===== config.mk =====
export PLATFORM = sky130hd
export DESIGN_NAME = crs_top
export DESIGN_NICKNAME = d
export VERILOG_FILES = /design/src/crs_pkg.sv /design/src/crs_sync.sv /design/src/crs_top.sv
export SDC_FILE = /design/constraint.sdc
export NUM_CORES = 1
export LEC_CHECK = 0
export BUFFER_PORTS_ARGS = -buffer_cell sky130_fd_sc_hd__clkbuf_2
export CAP_MARGIN = 25
export CORE_MARGIN = 5
export CORE_UTILIZATION = 55
export CTS_CLUSTER_SIZE = 8
export DETAILED_ROUTE_END_ITERATION = 7
export PLACE_DENSITY = 0.83
export SYNTH_ARGS = -nofsm -noshare
export SYNTH_HDL_FRONTEND = slang
export SYNTH_SLANG_ARGS = --single-unit

===== constraint.sdc =====
create_clock -name i_clk -period 3.6 [get_ports i_clk]
set_input_delay 0.36 -clock i_clk [delete_from_list [all_inputs] [get_ports i_clk]]
set_output_delay 0.36 -clock i_clk [all_outputs]
set_load 0.01 [all_outputs]

===== src/crs_pkg.sv =====
// Constants and types for the channel reset, strap and pin-role mux block
package crs_pkg;
  // Interface modes after strap decode
  typedef enum logic [2:0] {
    CRS_IF_SPI_SLAVE  = 3'h1,
    CRS_IF_I2C_SLAVE  = 3'h2,
    CRS_IF_SPI_MASTER = 3'h4
  } crs_iface_e;

  // Reference source select field codes
  localparam logic [1:0] CRS_REF_CRYSTAL = 2'h1;
  localparam logic [1:0] CRS_REF_EXT_CLK = 2'h2;

  // Default strap-to-mode mapping, index is {strap1, strap0}
  localparam logic [1:0] CRS_IFMAP_SPI_SLAVE  = 2'h0;
  localparam logic [1:0] CRS_IFMAP_I2C_SLAVE  = 2'h1;
  localparam logic [1:0] CRS_IFMAP_SPI_MASTER = 2'h2;

  // GPIO control layout: one bit output enable, one bit output value per pin
  localparam int CRS_GP_CTL_OE  = 0;
  localparam int CRS_GP_CTL_VAL = 1;
  localparam int CRS_GP_WIDTH   = 4;
  localparam int CRS_IC_COUNT   = 4;
  localparam int CRS_IC3_INDEX  = 2;

  // Serial master timing: SCLK half period in system cycles
  localparam int          CRS_SCLK_NS      = 160;
  localparam int          CRS_CLK_NS       = 4;
  localparam logic [7:0]  CRS_SCLK_HALF    = 8'((CRS_SCLK_NS / 2) / CRS_CLK_NS);
  localparam logic [5:0]  CRS_XFER_BITS    = 6'h20;
endpackage


===== src/crs_sync.sv =====
// Two flip-flop synchroniser, one stage pair per bit
`timescale 1ns/1ns
module crs_sync
  import crs_pkg::*;
#(
  parameter int W = 1
)
(
  // Clock and reset
  input  wire logic         i_clk,
  input  wire logic         i_srst,
  // Data
  input  wire logic [W-1:0] i_async,
  output logic      [W-1:0] o_sync
);
  logic [W-1:0] meta_reg;

  genvar b;
  generate
    for (b = 0; b < W; b++)
    begin : g_bit
      always_ff @(posedge i_clk)
      begin
        if (i_srst)
        begin
          meta_reg[b] <= 1'b0;
          o_sync[b]   <= 1'b0;
        end
        else
        begin
          meta_reg[b] <= i_async[b];
          o_sync[b]   <= meta_reg[b];
        end
      end
    end
  endgenerate
endmodule


===== src/crs_top.sv =====
// Channel reset, boot strap capture and shared pin role mux
`timescale 1ns/1ns
// Operation
// Low channel reset holds all channel state at defaults.
// Reset release samples two config-select straps as EEPROM configuration code.
// After reset config-select pins are GPIO bits 0 and 1, first control.
// Reset release samples test strap; high enters factory test mode.
// System keeps test strap low at release for normal operation.
// After reset test strap pin is GPIO bit 2, second control.
// Reset release samples both interface-mode straps to pick interface mode.
// In SPI slave, external master drives chip select low; mode0 pin.
// In SPI master, channel asserts chip select during auto-configuration.
// In SPI master, channel drives serial clock for EEPROM accesses.
// In SPI slave, external master supplies serial clock.
// In SPI slave, channel drives read data on MISO; mode1 pin.
// In SPI master, channel captures EEPROM data on MISO.
// In I2C slave, external master supplies SCL; device never drives it.
// Reference select 01 picks crystal driver, 10 picks external clock.
// Each input clock has an enable; 0 disables it.
// Third input clock pin is GPIO bit 3 when not a clock.
// Every GPIO and serial pin driver can go high impedance.
// In SPI slave, external master sends commands and data on MOSI.
// In SPI master, channel drives commands and data on MOSI.
// Straps latch at reset release and hold until next reset.
// Strap-to-interface-mode mapping is a design parameter.
module crs_top
  import crs_pkg::*;
#(
  parameter logic [1:0] P_MAP_SPI_SLAVE  = CRS_IFMAP_SPI_SLAVE,
  parameter logic [1:0] P_MAP_I2C_SLAVE  = CRS_IFMAP_I2C_SLAVE,
  parameter logic [1:0] P_MAP_SPI_MASTER = CRS_IFMAP_SPI_MASTER
)
(
  // Clock and reset
  input  wire logic        i_clk,
  input  wire logic        i_srst,
  input  wire logic        i_channel_reset_n,
  // Config-select / GPIO 0 and 1 pins
  input  wire logic [1:0]  i_config_select_strap,
  output logic      [1:0]  o_gp_io_low_out,
  output logic      [1:0]  o_gp_io_low_oe,
  // Test strap / GPIO 2 pin
  input  wire logic        i_gp_io_bit2,
  output logic             o_gp_io_bit2,
  output logic             o_gp_io_bit2_oe,
  // Third input clock pin / GPIO 3
  input  wire logic        i_third_input_clock_pin,
  output logic             o_gp_io_bit3,
  output logic             o_gp_io_bit3_oe,
  // GPIO control and status
  input  wire logic [3:0]  i_gp_io_control_first,
  input  wire logic [3:0]  i_gp_io_control_second,
  output logic      [3:0]  o_gp_io_state,
  // Interface mode strap 0 / chip select
  input  wire logic        i_iface_mode_strap0,
  output logic             o_chip_select_n,
  output logic             o_chip_select_n_oe,
  // Interface mode strap 1 / MISO
  input  wire logic        i_iface_mode_strap1,
  output logic             o_miso,
  output logic             o_miso_oe,
  // Serial clock pin
  input  wire logic        i_sclk,
  output logic             o_sclk,
  output logic             o_sclk_oe,
  // MOSI / SDA pin
  input  wire logic        i_mosi,
  output logic             o_mosi,
  output logic             o_mosi_oe,
  // Slave-side data path from the register engine
  input  wire logic        i_slave_read_active,
  input  wire logic        i_slave_read_bit,
  input  wire logic        i_sda_drive_low,
  // Auto-configuration request and results
  input  wire logic        i_autocfg_start,
  input  wire logic [31:0] i_autocfg_tx,
  output logic             o_autocfg_busy,
  output logic             o_autocfg_done,
  output logic      [31:0] o_autocfg_rx,
  // Reference and input clock control
  input  wire logic [1:0]  i_ref_source_select,
  input  wire logic [3:0]  i_input_clock_enable,
  output logic             o_ref_crystal_drv_en,
  output logic             o_ref_crystal_in_en,
  output logic      [3:0]  o_input_clock_gate,
  // Latched straps and channel reset status
  output logic      [1:0]  o_config_select,
  output logic             o_factory_test,
  output crs_iface_e       o_iface_mode,
  output logic             o_chan_in_reset
);
  // All pins come from outside the clock domain
  logic [10:0] pin_s;
  crs_sync #(.W(11)) u_sync (
    .i_clk   (i_clk),
    .i_srst  (i_srst),
    .i_async ({i_channel_reset_n, i_config_select_strap, i_gp_io_bit2,
               i_third_input_clock_pin, i_iface_mode_strap0, i_iface_mode_strap1,
               i_sclk, i_mosi, 2'h0}),
    .o_sync  (pin_s)
  );
  logic       channel_reset_n_s;
  logic [1:0] acs_s;
  logic       gp2_s;
  logic       ic3_s;
  logic       if0_s;
  logic       if1_s;
  logic       sclk_s;
  logic       mosi_s;
  assign channel_reset_n_s = pin_s[10];
  assign acs_s  = pin_s[9:8];
  assign gp2_s  = pin_s[7];
  assign ic3_s  = pin_s[6];
  assign if0_s  = pin_s[5];
  assign if1_s  = pin_s[4];
  assign sclk_s = pin_s[3];
  assign mosi_s = pin_s[2];

  logic channel_reset_n_d_reg;
  logic hold;
  logic release_edge;
  assign hold         = i_srst | ~channel_reset_n_s;
  assign release_edge = channel_reset_n_s & ~channel_reset_n_d_reg;

  always_ff @(posedge i_clk)
  begin
    if (i_srst)
      channel_reset_n_d_reg <= 1'b0;
    else
      channel_reset_n_d_reg <= channel_reset_n_s;
  end

  always_ff @(posedge i_clk)
  begin
    if (i_srst)
      o_chan_in_reset <= 1'b1;
    else
      o_chan_in_reset <= ~channel_reset_n_s;
  end

  // Straps use the synchronised pin level seen with the release edge
  always_ff @(posedge i_clk)
  begin
    if (hold)
    begin
      o_config_select <= 2'h0;
      o_factory_test  <= 1'b0;
      o_iface_mode    <= CRS_IF_SPI_SLAVE;
    end
    else if (release_edge)
    begin
      o_config_select <= acs_s;
      o_factory_test  <= gp2_s;
      if ({if1_s, if0_s} == P_MAP_I2C_SLAVE)
        o_iface_mode <= CRS_IF_I2C_SLAVE;
      else if ({if1_s, if0_s} == P_MAP_SPI_MASTER)
        o_iface_mode <= CRS_IF_SPI_MASTER;
      else
        o_iface_mode <= CRS_IF_SPI_SLAVE;
    end
  end

  // Straps stay frozen until the pin roles switch over
  logic run_reg;
  always_ff @(posedge i_clk)
  begin
    if (hold)
      run_reg <= 1'b0;
    else if (release_edge)
      run_reg <= 1'b1;
  end

  // GPIO drivers, off while straps are being sampled
  logic ic3_is_gpio;
  assign ic3_is_gpio = ~i_input_clock_enable[CRS_IC3_INDEX];

  always_ff @(posedge i_clk)
  begin
    if (hold)
    begin
      o_gp_io_low_out <= 2'h0;
      o_gp_io_low_oe  <= 2'h0;
      o_gp_io_bit2    <= 1'b0;
      o_gp_io_bit2_oe <= 1'b0;
      o_gp_io_bit3    <= 1'b0;
      o_gp_io_bit3_oe <= 1'b0;
    end
    else
    begin
      o_gp_io_low_out <= {i_gp_io_control_first[2 + CRS_GP_CTL_VAL],
                          i_gp_io_control_first[CRS_GP_CTL_VAL]};
      o_gp_io_low_oe  <= {i_gp_io_control_first[2 + CRS_GP_CTL_OE],
                          i_gp_io_control_first[CRS_GP_CTL_OE]} & {2{run_reg}};
      o_gp_io_bit2    <= i_gp_io_control_second[CRS_GP_CTL_VAL];
      o_gp_io_bit2_oe <= i_gp_io_control_second[CRS_GP_CTL_OE] & run_reg;
      o_gp_io_bit3    <= i_gp_io_control_second[2 + CRS_GP_CTL_VAL];
      o_gp_io_bit3_oe <= i_gp_io_control_second[2 + CRS_GP_CTL_OE] & run_reg
                         & ic3_is_gpio;
    end
  end

  always_ff @(posedge i_clk)
  begin
    if (hold)
      o_gp_io_state <= 4'h0;
    else
      o_gp_io_state <= {ic3_s, gp2_s, acs_s};
  end

  // Reference and input clock gating
  always_ff @(posedge i_clk)
  begin
    if (hold)
    begin
      o_ref_crystal_drv_en <= 1'b0;
      o_ref_crystal_in_en  <= 1'b0;
      o_input_clock_gate   <= 4'h0;
    end
    else
    begin
      o_ref_crystal_drv_en <= (i_ref_source_select == CRS_REF_CRYSTAL);
      o_ref_crystal_in_en  <= (i_ref_source_select == CRS_REF_EXT_CLK);
      o_input_clock_gate   <= i_input_clock_enable;
    end
  end

  // SPI master engine for EEPROM auto-configuration
  logic        is_master;
  logic [7:0]  div_reg;
  logic [5:0]  bit_reg;
  logic [31:0] tx_reg;
  logic        sclk_q_reg;
  assign is_master = run_reg & (o_iface_mode == CRS_IF_SPI_MASTER);

  always_ff @(posedge i_clk)
  begin
    if (hold)
    begin
      o_autocfg_busy  <= 1'b0;
      o_autocfg_done  <= 1'b0;
      o_autocfg_rx    <= 32'h0;
      div_reg         <= 8'h0;
      bit_reg         <= 6'h0;
      tx_reg          <= 32'h0;
      sclk_q_reg      <= 1'b0;
    end
    else if (!o_autocfg_busy)
    begin
      o_autocfg_done <= 1'b0;
      sclk_q_reg     <= 1'b0;
      if (i_autocfg_start && is_master)
      begin
        o_autocfg_busy <= 1'b1;
        tx_reg         <= i_autocfg_tx;
        bit_reg        <= CRS_XFER_BITS;
        div_reg        <= CRS_SCLK_HALF;
      end
    end
    else if (div_reg > 8'h1)
      div_reg <= div_reg - 8'h1;
    else
    begin
      div_reg    <= CRS_SCLK_HALF;
      sclk_q_reg <= ~sclk_q_reg;
      if (!sclk_q_reg)
        o_autocfg_rx <= {o_autocfg_rx[30:0], if1_s};
      else
      begin
        tx_reg  <= {tx_reg[30:0], 1'b0};
        bit_reg <= bit_reg - 6'h1;
        if (bit_reg == 6'h1)
        begin
          o_autocfg_busy <= 1'b0;
          o_autocfg_done <= 1'b1;
        end
      end
    end
  end

  // Pin role drivers; slave input if0_s gates MISO, while sclk_s and mosi_s drive no port
  logic is_spi_slave;
  logic is_i2c;
  assign is_spi_slave = run_reg & (o_iface_mode == CRS_IF_SPI_SLAVE);
  assign is_i2c       = run_reg & (o_iface_mode == CRS_IF_I2C_SLAVE);

  always_ff @(posedge i_clk)
  begin
    if (hold)
    begin
      o_chip_select_n    <= 1'b1;
      o_chip_select_n_oe <= 1'b0;
      o_sclk             <= 1'b0;
      o_sclk_oe          <= 1'b0;
      o_mosi             <= 1'b0;
      o_mosi_oe          <= 1'b0;
      o_miso             <= 1'b0;
      o_miso_oe          <= 1'b0;
    end
    else
    begin
      o_chip_select_n    <= ~o_autocfg_busy;
      o_chip_select_n_oe <= is_master;
      o_sclk             <= sclk_q_reg;
      o_sclk_oe          <= is_master;
      o_mosi             <= is_master & tx_reg[31];
      o_mosi_oe          <= is_master | (is_i2c & i_sda_drive_low);
      o_miso             <= i_slave_read_bit;
      o_miso_oe          <= is_spi_slave & i_slave_read_active & ~if0_s;
    end
  end
endmodule


### Word-level counts from Yosys, hierarchy flattened

Cells that the tools add are included.

| word-level totals | value |
|---|---|
| register bits after elaboration | 129 |
| input port bits | 61 |
| output and inout bits | 67 |
| word-level logic and storage cells | 102 |

| operators by class | value |
|---|---|
| $add $sub $neg | 2 |
| $lt $le $gt $ge | 1 |
| equality and inequality tests | 10 |
| multiplexer cells | 18 |
| bitwise gates (word level) | 21 |
| reduce and logical (&&, ||, !) cells | 6 |

Operators by type and width:

| operator | count |
|---|---|
| 2-to-1 mux 32 bit | 4 |
| 2-to-1 mux 6 bit | 4 |
| 2-to-1 mux 8 bit | 3 |
| AND 1 bit | 11 |
| AND reduction 3 bit | 3 |
| greater-than comparator 8 x 1 -> 1 bit (second input constant) | 1 |
| subtractor 8 x 1 -> 8 bit (second input constant) | 1 |
| inverter 1 bit | 7 |
| equality test 6 x 1 -> 1 bit (second input constant) | 1 |
| 2-to-1 mux 3 bit | 2 |
| subtractor 6 x 1 -> 6 bit (second input constant) | 1 |
| 2-to-1 mux 1 bit | 5 |
| equality test 2 x 1 -> 1 bit (second input constant) | 2 |
| equality test 2 bit (second input constant) | 2 |
| equality test 3 x 1 -> 1 bit (second input constant) | 1 |
| equality test 3 x 2 -> 1 bit (second input constant) | 1 |
| equality test 3 bit (second input constant) | 1 |
| AND 2 bit | 1 |
| != test 2 x 1 -> 1 bit (second input constant) | 1 |
| != test 2 bit (second input constant) | 1 |
| OR 1 bit | 2 |
| nonzero test 2 bit | 1 |
| OR reduction 2 bit | 1 |
| logical AND 1 bit | 1 |

### Longest topological paths before layout

Gate-level depths: netlist (run 1).

| logic depth | value |
|---|---|
| word-level depth | 5 |
| gate-level depth with buffers | 8 |
| gate-level depth less buffers | 6 |

### Hierarchy

A second synthesis (run 1) with hierarchy kept.

| unflattened totals | value |
|---|---|
| cells, all modules | 532 |
| area total of the unflattened synthesis | 5099.9 um2 |

Modules (own cells, without submodules):

| module | instances | cells an instance | area each (um2) | sequential area each (um2) |
|---|---|---|---|---|
| crs_top | 1 | 486 | 4459.3 | 2302.2 |
| crs_sync | 1 | 46 | 640.6 | 440.4 |

### Worst setup path after synthesis (run 1)

No wires, ideal clock.

| path | value |
|---|---|
| path kind | flip-flop to flip-flop |
| start | reg o_autocfg_busy |
| end | reg bit_reg[4] |
| setup time | 70 ps |
| arrival time | 1755 ps |
| data required time | 3530 ps |
| path slack | 1776 ps |
| cell stages (with the launch flop) | 5 |
| buffers on the path | 0 |
| clock period less this slack | 1824 ps |
| path through | dfxtp_1 or4b_4 nor4_4 or4b_1 a21oi_1 |

| between the ends | value |
|---|---|
| word-level cells in the longest chain between the ends | 2 |
| elaborated cells between the ends (all ways) | 5 |
| classes of those cells | eq/ne: 2; mux: 1; reduce/logical: 2 |

RTL lines:

| item | line | RTL |
|---|---|---|
| start, declared | crs_top.sv:77 | `output logic o_autocfg_busy,` |
| start signal, assigned | crs_top.sv:239 | `o_autocfg_busy <= 1'b0;` |
| start signal, assigned | crs_top.sv:253 | `o_autocfg_busy <= 1'b1;` |
| start signal, assigned | crs_top.sv:273 | `o_autocfg_busy <= 1'b0;` |
| != test 2 bit (no line), or another cell as far along | -- |  |
| AND reduction 3 bit (no line) | -- |  |
| end signal, assigned | crs_top.sv:270 | `bit_reg <= bit_reg - 6'h1;` |
| end, declared | crs_top.sv:230 | `logic [5:0] bit_reg;` |

Parallel ways exist; a longest one is shown, timed or not.
A chain may end at the register's enable or synchronous reset.

### Worst setup path in the final report (run 1)

| path | value |
|---|---|
| start | reg div_reg[0] |
| end | reg tx_reg[31] |

| between the ends | value |
|---|---|
| word-level cells in the longest chain between the ends | 3 |

RTL lines:

| item | line | RTL |
|---|---|---|
| start, declared | crs_top.sv:229 | `logic [7:0] div_reg;` |
| start signal, assigned | crs_top.sv:260 | `div_reg <= div_reg - 8'h1;` |
| greater-than comparator 8 x 1 -> 1 bit | crs_top.sv:259 | `else if (div_reg > 8'h1)` |
| != test 2 bit (no line) | -- |  |
| AND reduction 3 bit (no line) | -- |  |
| end signal, assigned | crs_top.sv:254 | `tx_reg <= i_autocfg_tx;` |
| end signal, assigned | crs_top.sv:269 | `tx_reg <= {tx_reg[30:0], 1'b0};` |
| end, declared | crs_top.sv:231 | `logic [31:0] tx_reg;` |

No other way between the ends.

==> results of run 1 <==
[synthesized netlist by cell type (4+ instances only)]
cell / number / area (um^2)
dfxtp_1: 129 / 2580
nand3_1: 8 / 40.0
clkbuf_1: 23 / 86.3
a211oi_1: 32 / 240
buf_2: 10 / 50.1
nand2_1: 80 / 300
a21oi_1: 37 / 185
nor3b_1: 4 / 30.0
nor2_1: 16 / 60.1
inv_1: 11 / 41.3
or3_1: 7 / 43.8
mux2i_1: 38 / 380
nor2b_1: 15 / 93.8
and2_1: 15 / 93.8
a31oi_1: 6 / 37.5
nor3_1: 35 / 175
ha_1: 6 / 75.1
[per-layer routing]
layer / GRT usage [%] / up-vias
met5: 0 / -
met4: 6.85 / 0
met3: 6.64 / 17
met2: 34.4 / 120
met1: 24.5 / 1915
li1: - / 2018
[logic make-up after synthesis]
kind of cell | after synthesis | share of synthesized area, %
adders and majority gates | 6 | 1.54
DFF | 129 | 53.1
and+or+nand+nor | 198 | 20.8
AOI/OAI and AO/OA | 92 | 12.1
buffers and inverters | 47 | 3.96
muxes | 39 | 8.05
xor gates and xnor gates | 2 | 0.360
[stage by stage]
| stage | instance area (um^2) | instances | hold WS (ps) |
|---|---|---|---|
| final | 6190 | 750 | 15.8 |
| after global routing | 6190 | 750 | 5.48 |
| after CTS | 6190 | 750 | 2.55 |
| after detailed placement | 5570 | 718 | 416 |
| after global placement | 5540 | 717 | 411 |
| after floorplan | 4860 | 513 | 406 |
[layout by cell type (no fill, tap or decap), drive strengths merged, types with 3 or more instances in the layout]
cell type  netlist  layout
and3             3       3
nor2b           15      15
clkinvlp         0       3
or3              7       7
nand3            8       8
nor2            16      16
a31oi            6       6
mux2i           38      38
nor4             3       3
bufinv           0       4
buf             12       7
o21ai            4       4
and2            15      15
inv             12      14
clkinv           0       4
nand2           80      80
ha               6       6
a21oi           37      37
clkbuf          23     144
a211oi          32      32
nor3            35      35
nor3b            4       4
dfxtp          129     129
[final timing paths]
check,startpoint,endpoint,cells after the start
worst min register to register,u_sync.meta_reg[6],u_sync.o_sync[6],1
worst max register to register,div_reg[0],tx_reg[31],7
worst max-delay path,div_reg[0],tx_reg[31],7
worst min-delay path,i_ref_source_select[1],o_ref_crystal_drv_en,2
[area by class of cell]
type | instances | area [um^2]
sequential | 129 | 2580
fill | 678 | 2490
multi-input combinational | 337 | 2110
timing repair buffer | 132 | 698
clock buffer | 19 | 432
clock inverter | 13 | 184
tap | 108 | 135
inverter | 12 | 45.0
[worst reg2reg max path: stages, from the launching register on]
cell	delay (ps)
dfxtp_1	410
inv_1	60
ha_1	250
nor2_1	530
nor4_4	100
buf_4	260
nor3_1	200
a211oi_1	90
[where the power goes]
| part | internal (uW) | leakage (uW) | switching (uW) |
|---|---|---|---|
| Clock | 1140 | 0.000295 | 630 |
| Combinational | 39.4 | 0.00106 | 34.2 |
| Sequential | 1440 | 0.00104 | 4.91 |
| Total | 2620 | 0.00239 | 669 |
==> out/qor.yml, run 1 <==
crit_chain: "inv_1, ha_1, nor2_1, nor4_4, buf_4, nor3_1, a211oi_1"
required_ps: 3950
slowest_stage: "nor2_1"
ctsLongestPathBuffers: 2
fp.dieH_um: 104
critPathKind: "reg -> reg"
setup_viol: 0
tightest_slew_ps: 792
synth_cells: 513
initialDrtViolationCount: 201
synth_cell_types: 48
r2r_setup_slack_ps: 1540
cp-start-kind: "flip-flop"
clk_latency_ps: 510
ctsRootBufferMaster: "clkbuf_8"
grt_max_degree: 48
place_congestion: 0.783
synth_area_mm2: 0.00486
synth_edf_count: 0
worstSetupEndpointType: "flip-flop"
pre_cts_ws_ps: 1370
cp_top_family: "simple AND/OR/NAND/NOR gates"
route.detailed.drc: 0
postCtsSetupBuffers: 0
num_vias: 4070
post-route-util_pct: 71.3
die_w_um: 104
total_power_uw: 3290
p_leak_uw: 0.00239
wl_met3_um: 643
wl_met2_mm: 5.52
core_mm2: 0.00868
io_pins: 128
grt_pass1_vias: 3992
hpwl_mm: 7.47
period_share_pct: 57.3
max_freq_ghz: 0.485
htreeDepth: 4
hold_path_class: "in -> reg"
cts_num_sinks: 129
start_util_pct: 56.0
ir_worst_vdd_uv: 505
cp_max_fo: 31
final.setup.worst_slack_ps: 1540
fin_crit_ps: 2060
cts_tree: "built"
antenna_found_initial: 0
slew_violations: 0
drive_above_1_share_pct: 26.8
rsz0062_at_grt: "no"
die-area_mm2: 0.0108
p_per_area_mw_per_mm2: 532
async_reset_ff_share_pct: 0
status: "completed"
postSynthAreaPerCell_um2: 9.48
nNetsFinal: 696
synth_nets: 580
wl_met1_mm: 4.70
cap_violations: 0
hold_buffers: 0
wirelength_mm: 11.1
drtAntennaViolNets: 0
via_per_inst: 5.43
ys_ff_latch: 129
grtUsageTotal_pct: 20.4
diodes: 0
route.detailed.wl_per_inst_um: 14.8
yosys_warnings: 0
critPathBufInv: 2
critPathArrivalTime_ps: 2410
numCtsBuffers: 17
layout-area-overhead-vs-synth_pct: 27.2
max_stage_delay_ps: 530
grt_first_pass_wirelength_mm: 18.8
tns_ps: 0
dr.pass1.iters: 4
ys.flop_type: "dfxtp_1"
hold_viol: 0
slew_headroom_pct: 47.2
ys_seq_area_share_pct: 53.1
clk_pin_slew_ps: 60
port_buffers: 125
topRoutingLayerUsed: "met4"
cts_resized: 0
rows: 34
grt-ovfl-total: 0
clock_skew_ps: 11.3
(Power assumes the default switching activity.)
==> run 2: changes to the inputs <==
--- a/config.mk
+++ b/config.mk
@@ -5,13 +5,14 @@
 export SDC_FILE = /design/constraint.sdc
 export NUM_CORES = 1
 export LEC_CHECK = 0
+export ABC_AREA = 1
 export BUFFER_PORTS_ARGS = -buffer_cell sky130_fd_sc_hd__clkbuf_2
 export CAP_MARGIN = 25
 export CORE_MARGIN = 5
-export CORE_UTILIZATION = 55
+export CORE_UTILIZATION = 53
 export CTS_CLUSTER_SIZE = 8
 export DETAILED_ROUTE_END_ITERATION = 7
-export PLACE_DENSITY = 0.83
+export PLACE_DENSITY = 0.8
 export SYNTH_ARGS = -nofsm -noshare
 export SYNTH_HDL_FRONTEND = slang
 export SYNTH_SLANG_ARGS = --single-unit
==> constraint.sdc (replaced) <==
create_clock -name i_clk -period 1.95 [get_ports i_clk]
set_input_delay 0.195 -clock i_clk [delete_from_list [all_inputs] [get_ports i_clk]]
set_output_delay 0.195 -clock i_clk [all_outputs]
set_load 0.01 [all_outputs]
==> run 2 against run 1 <==
Net effect: area after synthesis increased by 4.7%; wire length increased by 14%; critical path type unchanged; first-iteration DRC count increased by 10%; largest power group unchanged; sequential power increased by 85%; critical path depth increased by 2; clock power increased by 70%; global-route usage increased by 2.0 points; synthesized cell count increased by 34%; flip-flop and latch count unchanged; non-clock buffer count increased by 29; register-to-register slack got worse by 1400 ps.
==> out/qor.yml, run 2 <==
rows: 35
synth_nets: 753
cts_tree: "built"
grt_max_degree: 39
cts_num_sinks: 129
fin_crit_ps: 1810
grt_first_pass_wirelength_mm: 21.3
slew_violations: 0
ctsLongestPathBuffers: 2
cap_violations: 0
critPathMostFrequentCell: "nor2_4"
diodes: 0
period_share_pct: 93.1
hold_ws_ps: 40.7
drive_above_1_share_pct: 22.1
dr.pass1.iters: 5
ys_top_cells_by_count: "169 x nand2_1, 129 x dfxtp_1, 118 x nor2_1, 56 x inv_1, 49 x a21oi_1"
port_buffers: 125
synth_top_area_cell: "dfxtp_1"
clk_latency_ps: 510
initialDrtViolationCount: 221
start_util_pct: 54.9
synth_fa_ha_area_share_pct: 1.47
max_freq_ghz: 0.551
postCtsSetupBuffers: 0
synth_cells: 686
muxShareOfSynthArea_pct: 0
setup_viol: 0
yosys_warnings: 0
num_vias: 4806
max_stage_delay_ps: 320
synth_most_common_cell: "nand2_1"
critPathArrivalTime_ps: 2250
route.detailed.drc: 0
reg2reg_depth: 9
ys_seq_area_share_pct: 50.7
die-area_mm2: 0.0117
via_per_inst: 4.95
critPathKind: "reg -> reg"
synth-simple-area-share_pct: 29.0
grt_pass1_vias: 4732
n_fill_cell: 713
ys.flop_type: "dfxtp_1"
ir_worst_vdd_uv: 861
tightest_slew_ps: 513
slowest_stage: "dfxtp_1"
place_congestion: 0.797
netlist.area_leader.share_pct: 50.7
numCtsBuffers: 17
hpwl_mm: 7.71
p_leak_uw: 0.00312
synthTopCellsByArea: "dfxtp_1 51%, nand2_1 12%, nor2_1 8.7%"
synth_area_mm2: 0.00509
synth_cell_types: 28
synth_edf_count: 0
cp-start-kind: "flip-flop"
layout-area-overhead-vs-synth_pct: 29.2
worstSetupEndpointType: "flip-flop"
die_w_um: 108
fp.dieH_um: 108
core_mm2: 0.00928
cp_max_fo: 23
clock_skew_ps: 8.70
p_per_area_mw_per_mm2: 894
post-route-util_pct: 70.8
antenna_found_initial: 0
final_common_cell: "nand2_1"
nNetsFinal: 895
rsz0062_at_grt: "no"
hold_depth: 5
synth_top_family_by_area: "simple AND/OR/NAND/NOR gates"
tns_ps: 0
hold_path_class: "in -> reg"
status: "completed"
io_pins: 128
final_cell_mix: "169 x nand2_1, 129 x dfxtp_1, 125 x clkbuf_2, 118 x nor2_1, 56 x inv_1"
grtUsageTotal_pct: 22.4
crit_chain: "inv_1, ha_1, nor2_2, nor2_4, nand2_4, nor2_4, buf_6, o21ai_0, nor2_1"
ctsRootBufferMaster: "clkbuf_8"
clk_pin_slew_ps: 60
ys_ff_latch: 129
postSynthAreaPerCell_um2: 7.42
htreeDepth: 4
required_ps: 2390
drtAntennaViolNets: 0
route.detailed.wl_per_inst_um: 13.0
synth-compound-area-share_pct: 9.21
hold_viol: 0
synth-xor-area-share_pct: 0.516
async_reset_ff_share_pct: 0
grt-ovfl-total: 0
slew_headroom_pct: 65.7
wirelength_mm: 12.6
-- run 2: timing repair --
item	in CTS	in global routing
gates resized for setup	0	3
endpoints found under the hold margin	25	0
hold buffers	26	0
endpoints found under the setup margin	0	28
-- run 2: cells by family after synthesis --
family	count (synthesis)
flops	129
xor+xnor	3
compound gates	92
simple gates	355
buf+inv	101
fa+ha+maj	6
-- run 2: path summary, 6_finish.rpt --
path | from | to | slack (ps)
setup / recovery | div_reg[0] | o_autocfg_rx[18] | 140
hold / removal | i_autocfg_tx[26] | tx_reg[26] | 40
setup reg to reg | div_reg[0] | o_autocfg_rx[18] | 140
hold reg to reg | u_sync.meta_reg[10] | u_sync.o_sync[10] | 400
-- run 2: cell type report --
| class | instances | area, um^2 | share of cell area [%] |
|---|---|---|---|
| clock buffers | 18 | 428 | 6.51 |
| clock inverters | 14 | 143 | 2.17 |
| inverters | 63 | 239 | 3.63 |
| multi-input cells | 456 | 2050 | 31.1 |
| flip-flops and latches | 129 | 2580 | 39.3 |
| well taps | 129 | 161 | 2.45 |
| repair buffers | 161 | 977 | 14.9 |
-- run 2: metrics by stage --
| step | cells | power (uW) | cell area (um^2) | worst slack [ps] |
|---|---|---|---|---|
| global placement | 912 | 2870 | 5740 | 265 |
| global route | 970 | 6070 | 6580 | 10.3 |
| CTS | 970 | 5930 | 6570 | 125 |
| finish | 970 | 5880 | 6580 | 135 |
| detailed placement | 912 | 2870 | 5740 | 148 |
| floorplan | 686 | 2790 | 5090 | 464 |
-- run 2: metal layers --
layer  wire length (um)  GRT usage, %
met3                620          5.97
met4                272          8.93
met1               5280          25.8
met2               6410          39.4
met5                  0             0
-- run 2: where the power goes --
group | internal [uW] | total (uW) | leakage [uW] | switching, uW
clock | 1770 | 3010 | 0.000277 | 1250
sequential | 2660 | 2660 | 0.00104 | 8.84
combinational | 106 | 199 | 0.00180 | 92.8
-- run 2: critical path, delay by kind of cell, from the launching register on --
kind                     cells  cell delay [ps]
AO/OA/AOI/OAI                1              120
AND/OR/NAND/NOR              5              730
flip-flops                   1              320
adder cells (fa/ha/maj)      1              230
buffers and inverters        2              350
==> run 3: changes to the inputs <==
--- a/config.mk
+++ b/config.mk
@@ -5,14 +5,14 @@
 export SDC_FILE = /design/constraint.sdc
 export NUM_CORES = 1
 export LEC_CHECK = 0
-export ABC_AREA = 1
+export ABC_AREA = 0
 export BUFFER_PORTS_ARGS = -buffer_cell sky130_fd_sc_hd__clkbuf_2
 export CAP_MARGIN = 25
 export CORE_MARGIN = 5
-export CORE_UTILIZATION = 53
+export CORE_UTILIZATION = 52
 export CTS_CLUSTER_SIZE = 8
 export DETAILED_ROUTE_END_ITERATION = 7
-export PLACE_DENSITY = 0.8
+export PLACE_DENSITY = 0.79
 export SYNTH_ARGS = -nofsm -noshare
 export SYNTH_HDL_FRONTEND = slang
 export SYNTH_SLANG_ARGS = --single-unit
==> constraint.sdc (replaced) <==
create_clock -name i_clk -period 1.95 [get_ports i_clk]
set_input_delay 0.585 -clock i_clk [delete_from_list [all_inputs] [get_ports i_clk]]
set_output_delay 0.585 -clock i_clk [all_outputs]
set_load 0.01 [all_outputs]
==> run 3 against run 2 <==
Net effect: the run now ends with negative setup slack left; global-route usage shrank 2.1 points; count of clock-buffer cells in the layout shrank 1; sequential share of layout area is essentially flat; worst hold slack gained 210 ps; wire length shrank 3.3%; maximum frequency shrank 7.0%; via count shrank 12%; flip-flop and latch count is the same; largest power group unchanged.
==> out/qor.yml, run 3 (synthesis results as in run 1) <==
p_per_area_mw_per_mm2: 867
clock_skew_ps: 11.8
grt_first_pass_wirelength_mm: 18.8
grt-ovfl-total: 0
grt_pass1_vias: 4046
hpwl_mm: 7.74
p_leak_uw: 0.00255
numCtsBuffers: 17
period_share_pct: 100
crit_end: "tx_reg[9]"
initialDrtViolationCount: 192
io_pins: 128
diodes: 0
register_area_mm2: 0.00259
top_usage_layer: "met2"
grt_max_degree: 42
r2r_setup_slack_ps: -1
reg2reg_depth: 7
cts_num_sinks: 129
die_w_um: 107
final_cell_mix: "125 x dfxtp_1, 124 x clkbuf_2, 79 x nand2_1, 38 x mux2i_1, 34 x a21oi_1"
dr.pass1.iters: 4
ctsLongestPathBuffers: 2
grtUsageTotal_pct: 20.3
cp-start-kind: "flip-flop"
slew_headroom_pct: 71.8
hold_path_class: "in -> reg"
cap_violations: 0
rr_endpoint: "tx_reg[9]"
hold_viol: 0
tns_ps: -1.03
cp_max_fo: 8
ir_worst_vdd_uv: 712
startpoint: "div_reg[4]"
slew_violations: 0
nNetsFinal: 723
rows: 35
grt_use_met2_pct: 33.8
clk_pin_slew_ps: 60
via_per_inst: 5.44
grt_use_met1_pct: 24.4
max_freq_ghz: 0.513
place_congestion: 0.799
grtUsageMet3_pct: 6.14
final.setup.worst_slack_ps: -1.03
core_mm2: 0.00920
wirelength_mm: 12.2
timing.rr.start: "div_reg[4]"
critPathArrivalTime_ps: 2370
critPathKind: "reg -> reg"
multi_input_area_mm2: 0.00224
drive_above_1_share_pct: 34.7
layout-area-overhead-vs-synth_pct: 35.7
n_fill_cell: 675
num_vias: 4241
route.detailed.drc: 0
htreeDepth: 4
crit_chain: "or4b_4, buf_6, nor4_4, buf_6, clkbuf_16, nor3_1, a211oi_1"
start_util_pct: 52.9
ctsRootBufferMaster: "clkbuf_8"
drtAntennaViolNets: 0
rsz0062_at_grt: "yes"
status: "finished, violations left"
tightest_slew_ps: 417
clk_latency_ps: 510
die-area_mm2: 0.0114
worstSetupEndpointType: "flip-flop"
critPathMostFrequentCell: "buf_6"
fp.dieH_um: 107
max_stage_delay_ps: 560
setup_viol: 1
violations: "negative setup slack"
slowest_stage: "or4b_4"
final_common_cell: "dfxtp_1"
post-route-util_pct: 71.7
port_buffers: 125
antenna_found_initial: 0
required_ps: 2370
cts_tree: "built"
fin_crit_ps: 1950
route.detailed.wl_per_inst_um: 15.6
==> run 3: cell count changes in the layout (fill, tap and decap cells not counted), moves of 17 or more <==
cell	delta
nor2_1	-103
nand2_1	-90
inv_1	-45
nand3_1	-40
mux2i_1	+38
o21ai_0	-36
dlygate4sd3_1	-26
nor3_1	+23
a211oi_1	+17
==> run 3: how the worst min path moves through the flow <==
stage	startpoint	endpoint	cells past startpoint
after floorplan	u_sync.o_sync[6]	o_gp_io_state[3]	1
after global placement	u_sync.o_sync[6]	o_gp_io_state[3]	1
after detailed placement	u_sync.o_sync[6]	o_gp_io_state[3]	1
after CTS	i_ref_source_select[0]	o_ref_crystal_in_en	2
after global routing	i_ref_source_select[1]	o_ref_crystal_drv_en	2
final	i_ref_source_select[0]	o_ref_crystal_in_en	2
==> run 3: layout make-up <==
class | instances | area share, %
clock inverter | 15 | 2.12
multi-input combinational | 337 | 34.0
sequential | 129 | 39.3
inverter | 12 | 0.683
tap | 111 | 2.11
timing repair buffer | 159 | 15.6
clock buffer | 17 | 6.28
==> run 3: power by group <==
part	total [uW]	switching, uW	internal [uW]
clock	2910	1290	1620
combinational	143	67.3	76.0
sequential	2660	8.75	2650
total	5720	1370	4350
==> run 3: critical path: cells and delay by family, from the launching register on <==
family	cells	cell delay, ps
flops	1	320
compound gates	1	240
buf+inv	3	490
simple gates	3	820
==> run 3: repair_timing <==
item / in CTS / in global routing
setup endpoints to repair: 2 / 65
pin swaps: 0 / 27
cloned: 0 / 5
hold buffers: 0 / 0
resized for setup: 4 / 36
setup buffers: 0 / 3
==> run 3: through the flow <==
stage,instance area [um^2],power [uW],hold slack [ps],worst slack (ps),cells
final,6600,5720,247,-1.03,780
after global routing,6600,5930,240,-82.5,780
after CTS,6330,5770,227,11.8,772
after detailed placement,5760,2860,418,46.5,740
after global placement,5760,2860,412,127,740
after floorplan,4860,2780,406,126,513
==> run 3: routing by layer <==
metal  vias to the layer above  routed length (um)
met5                         -                   0
met3                        22                 685
met4                         0                 224
met2                       135                6140
met1                      1996                5120
li1                       2088                   -
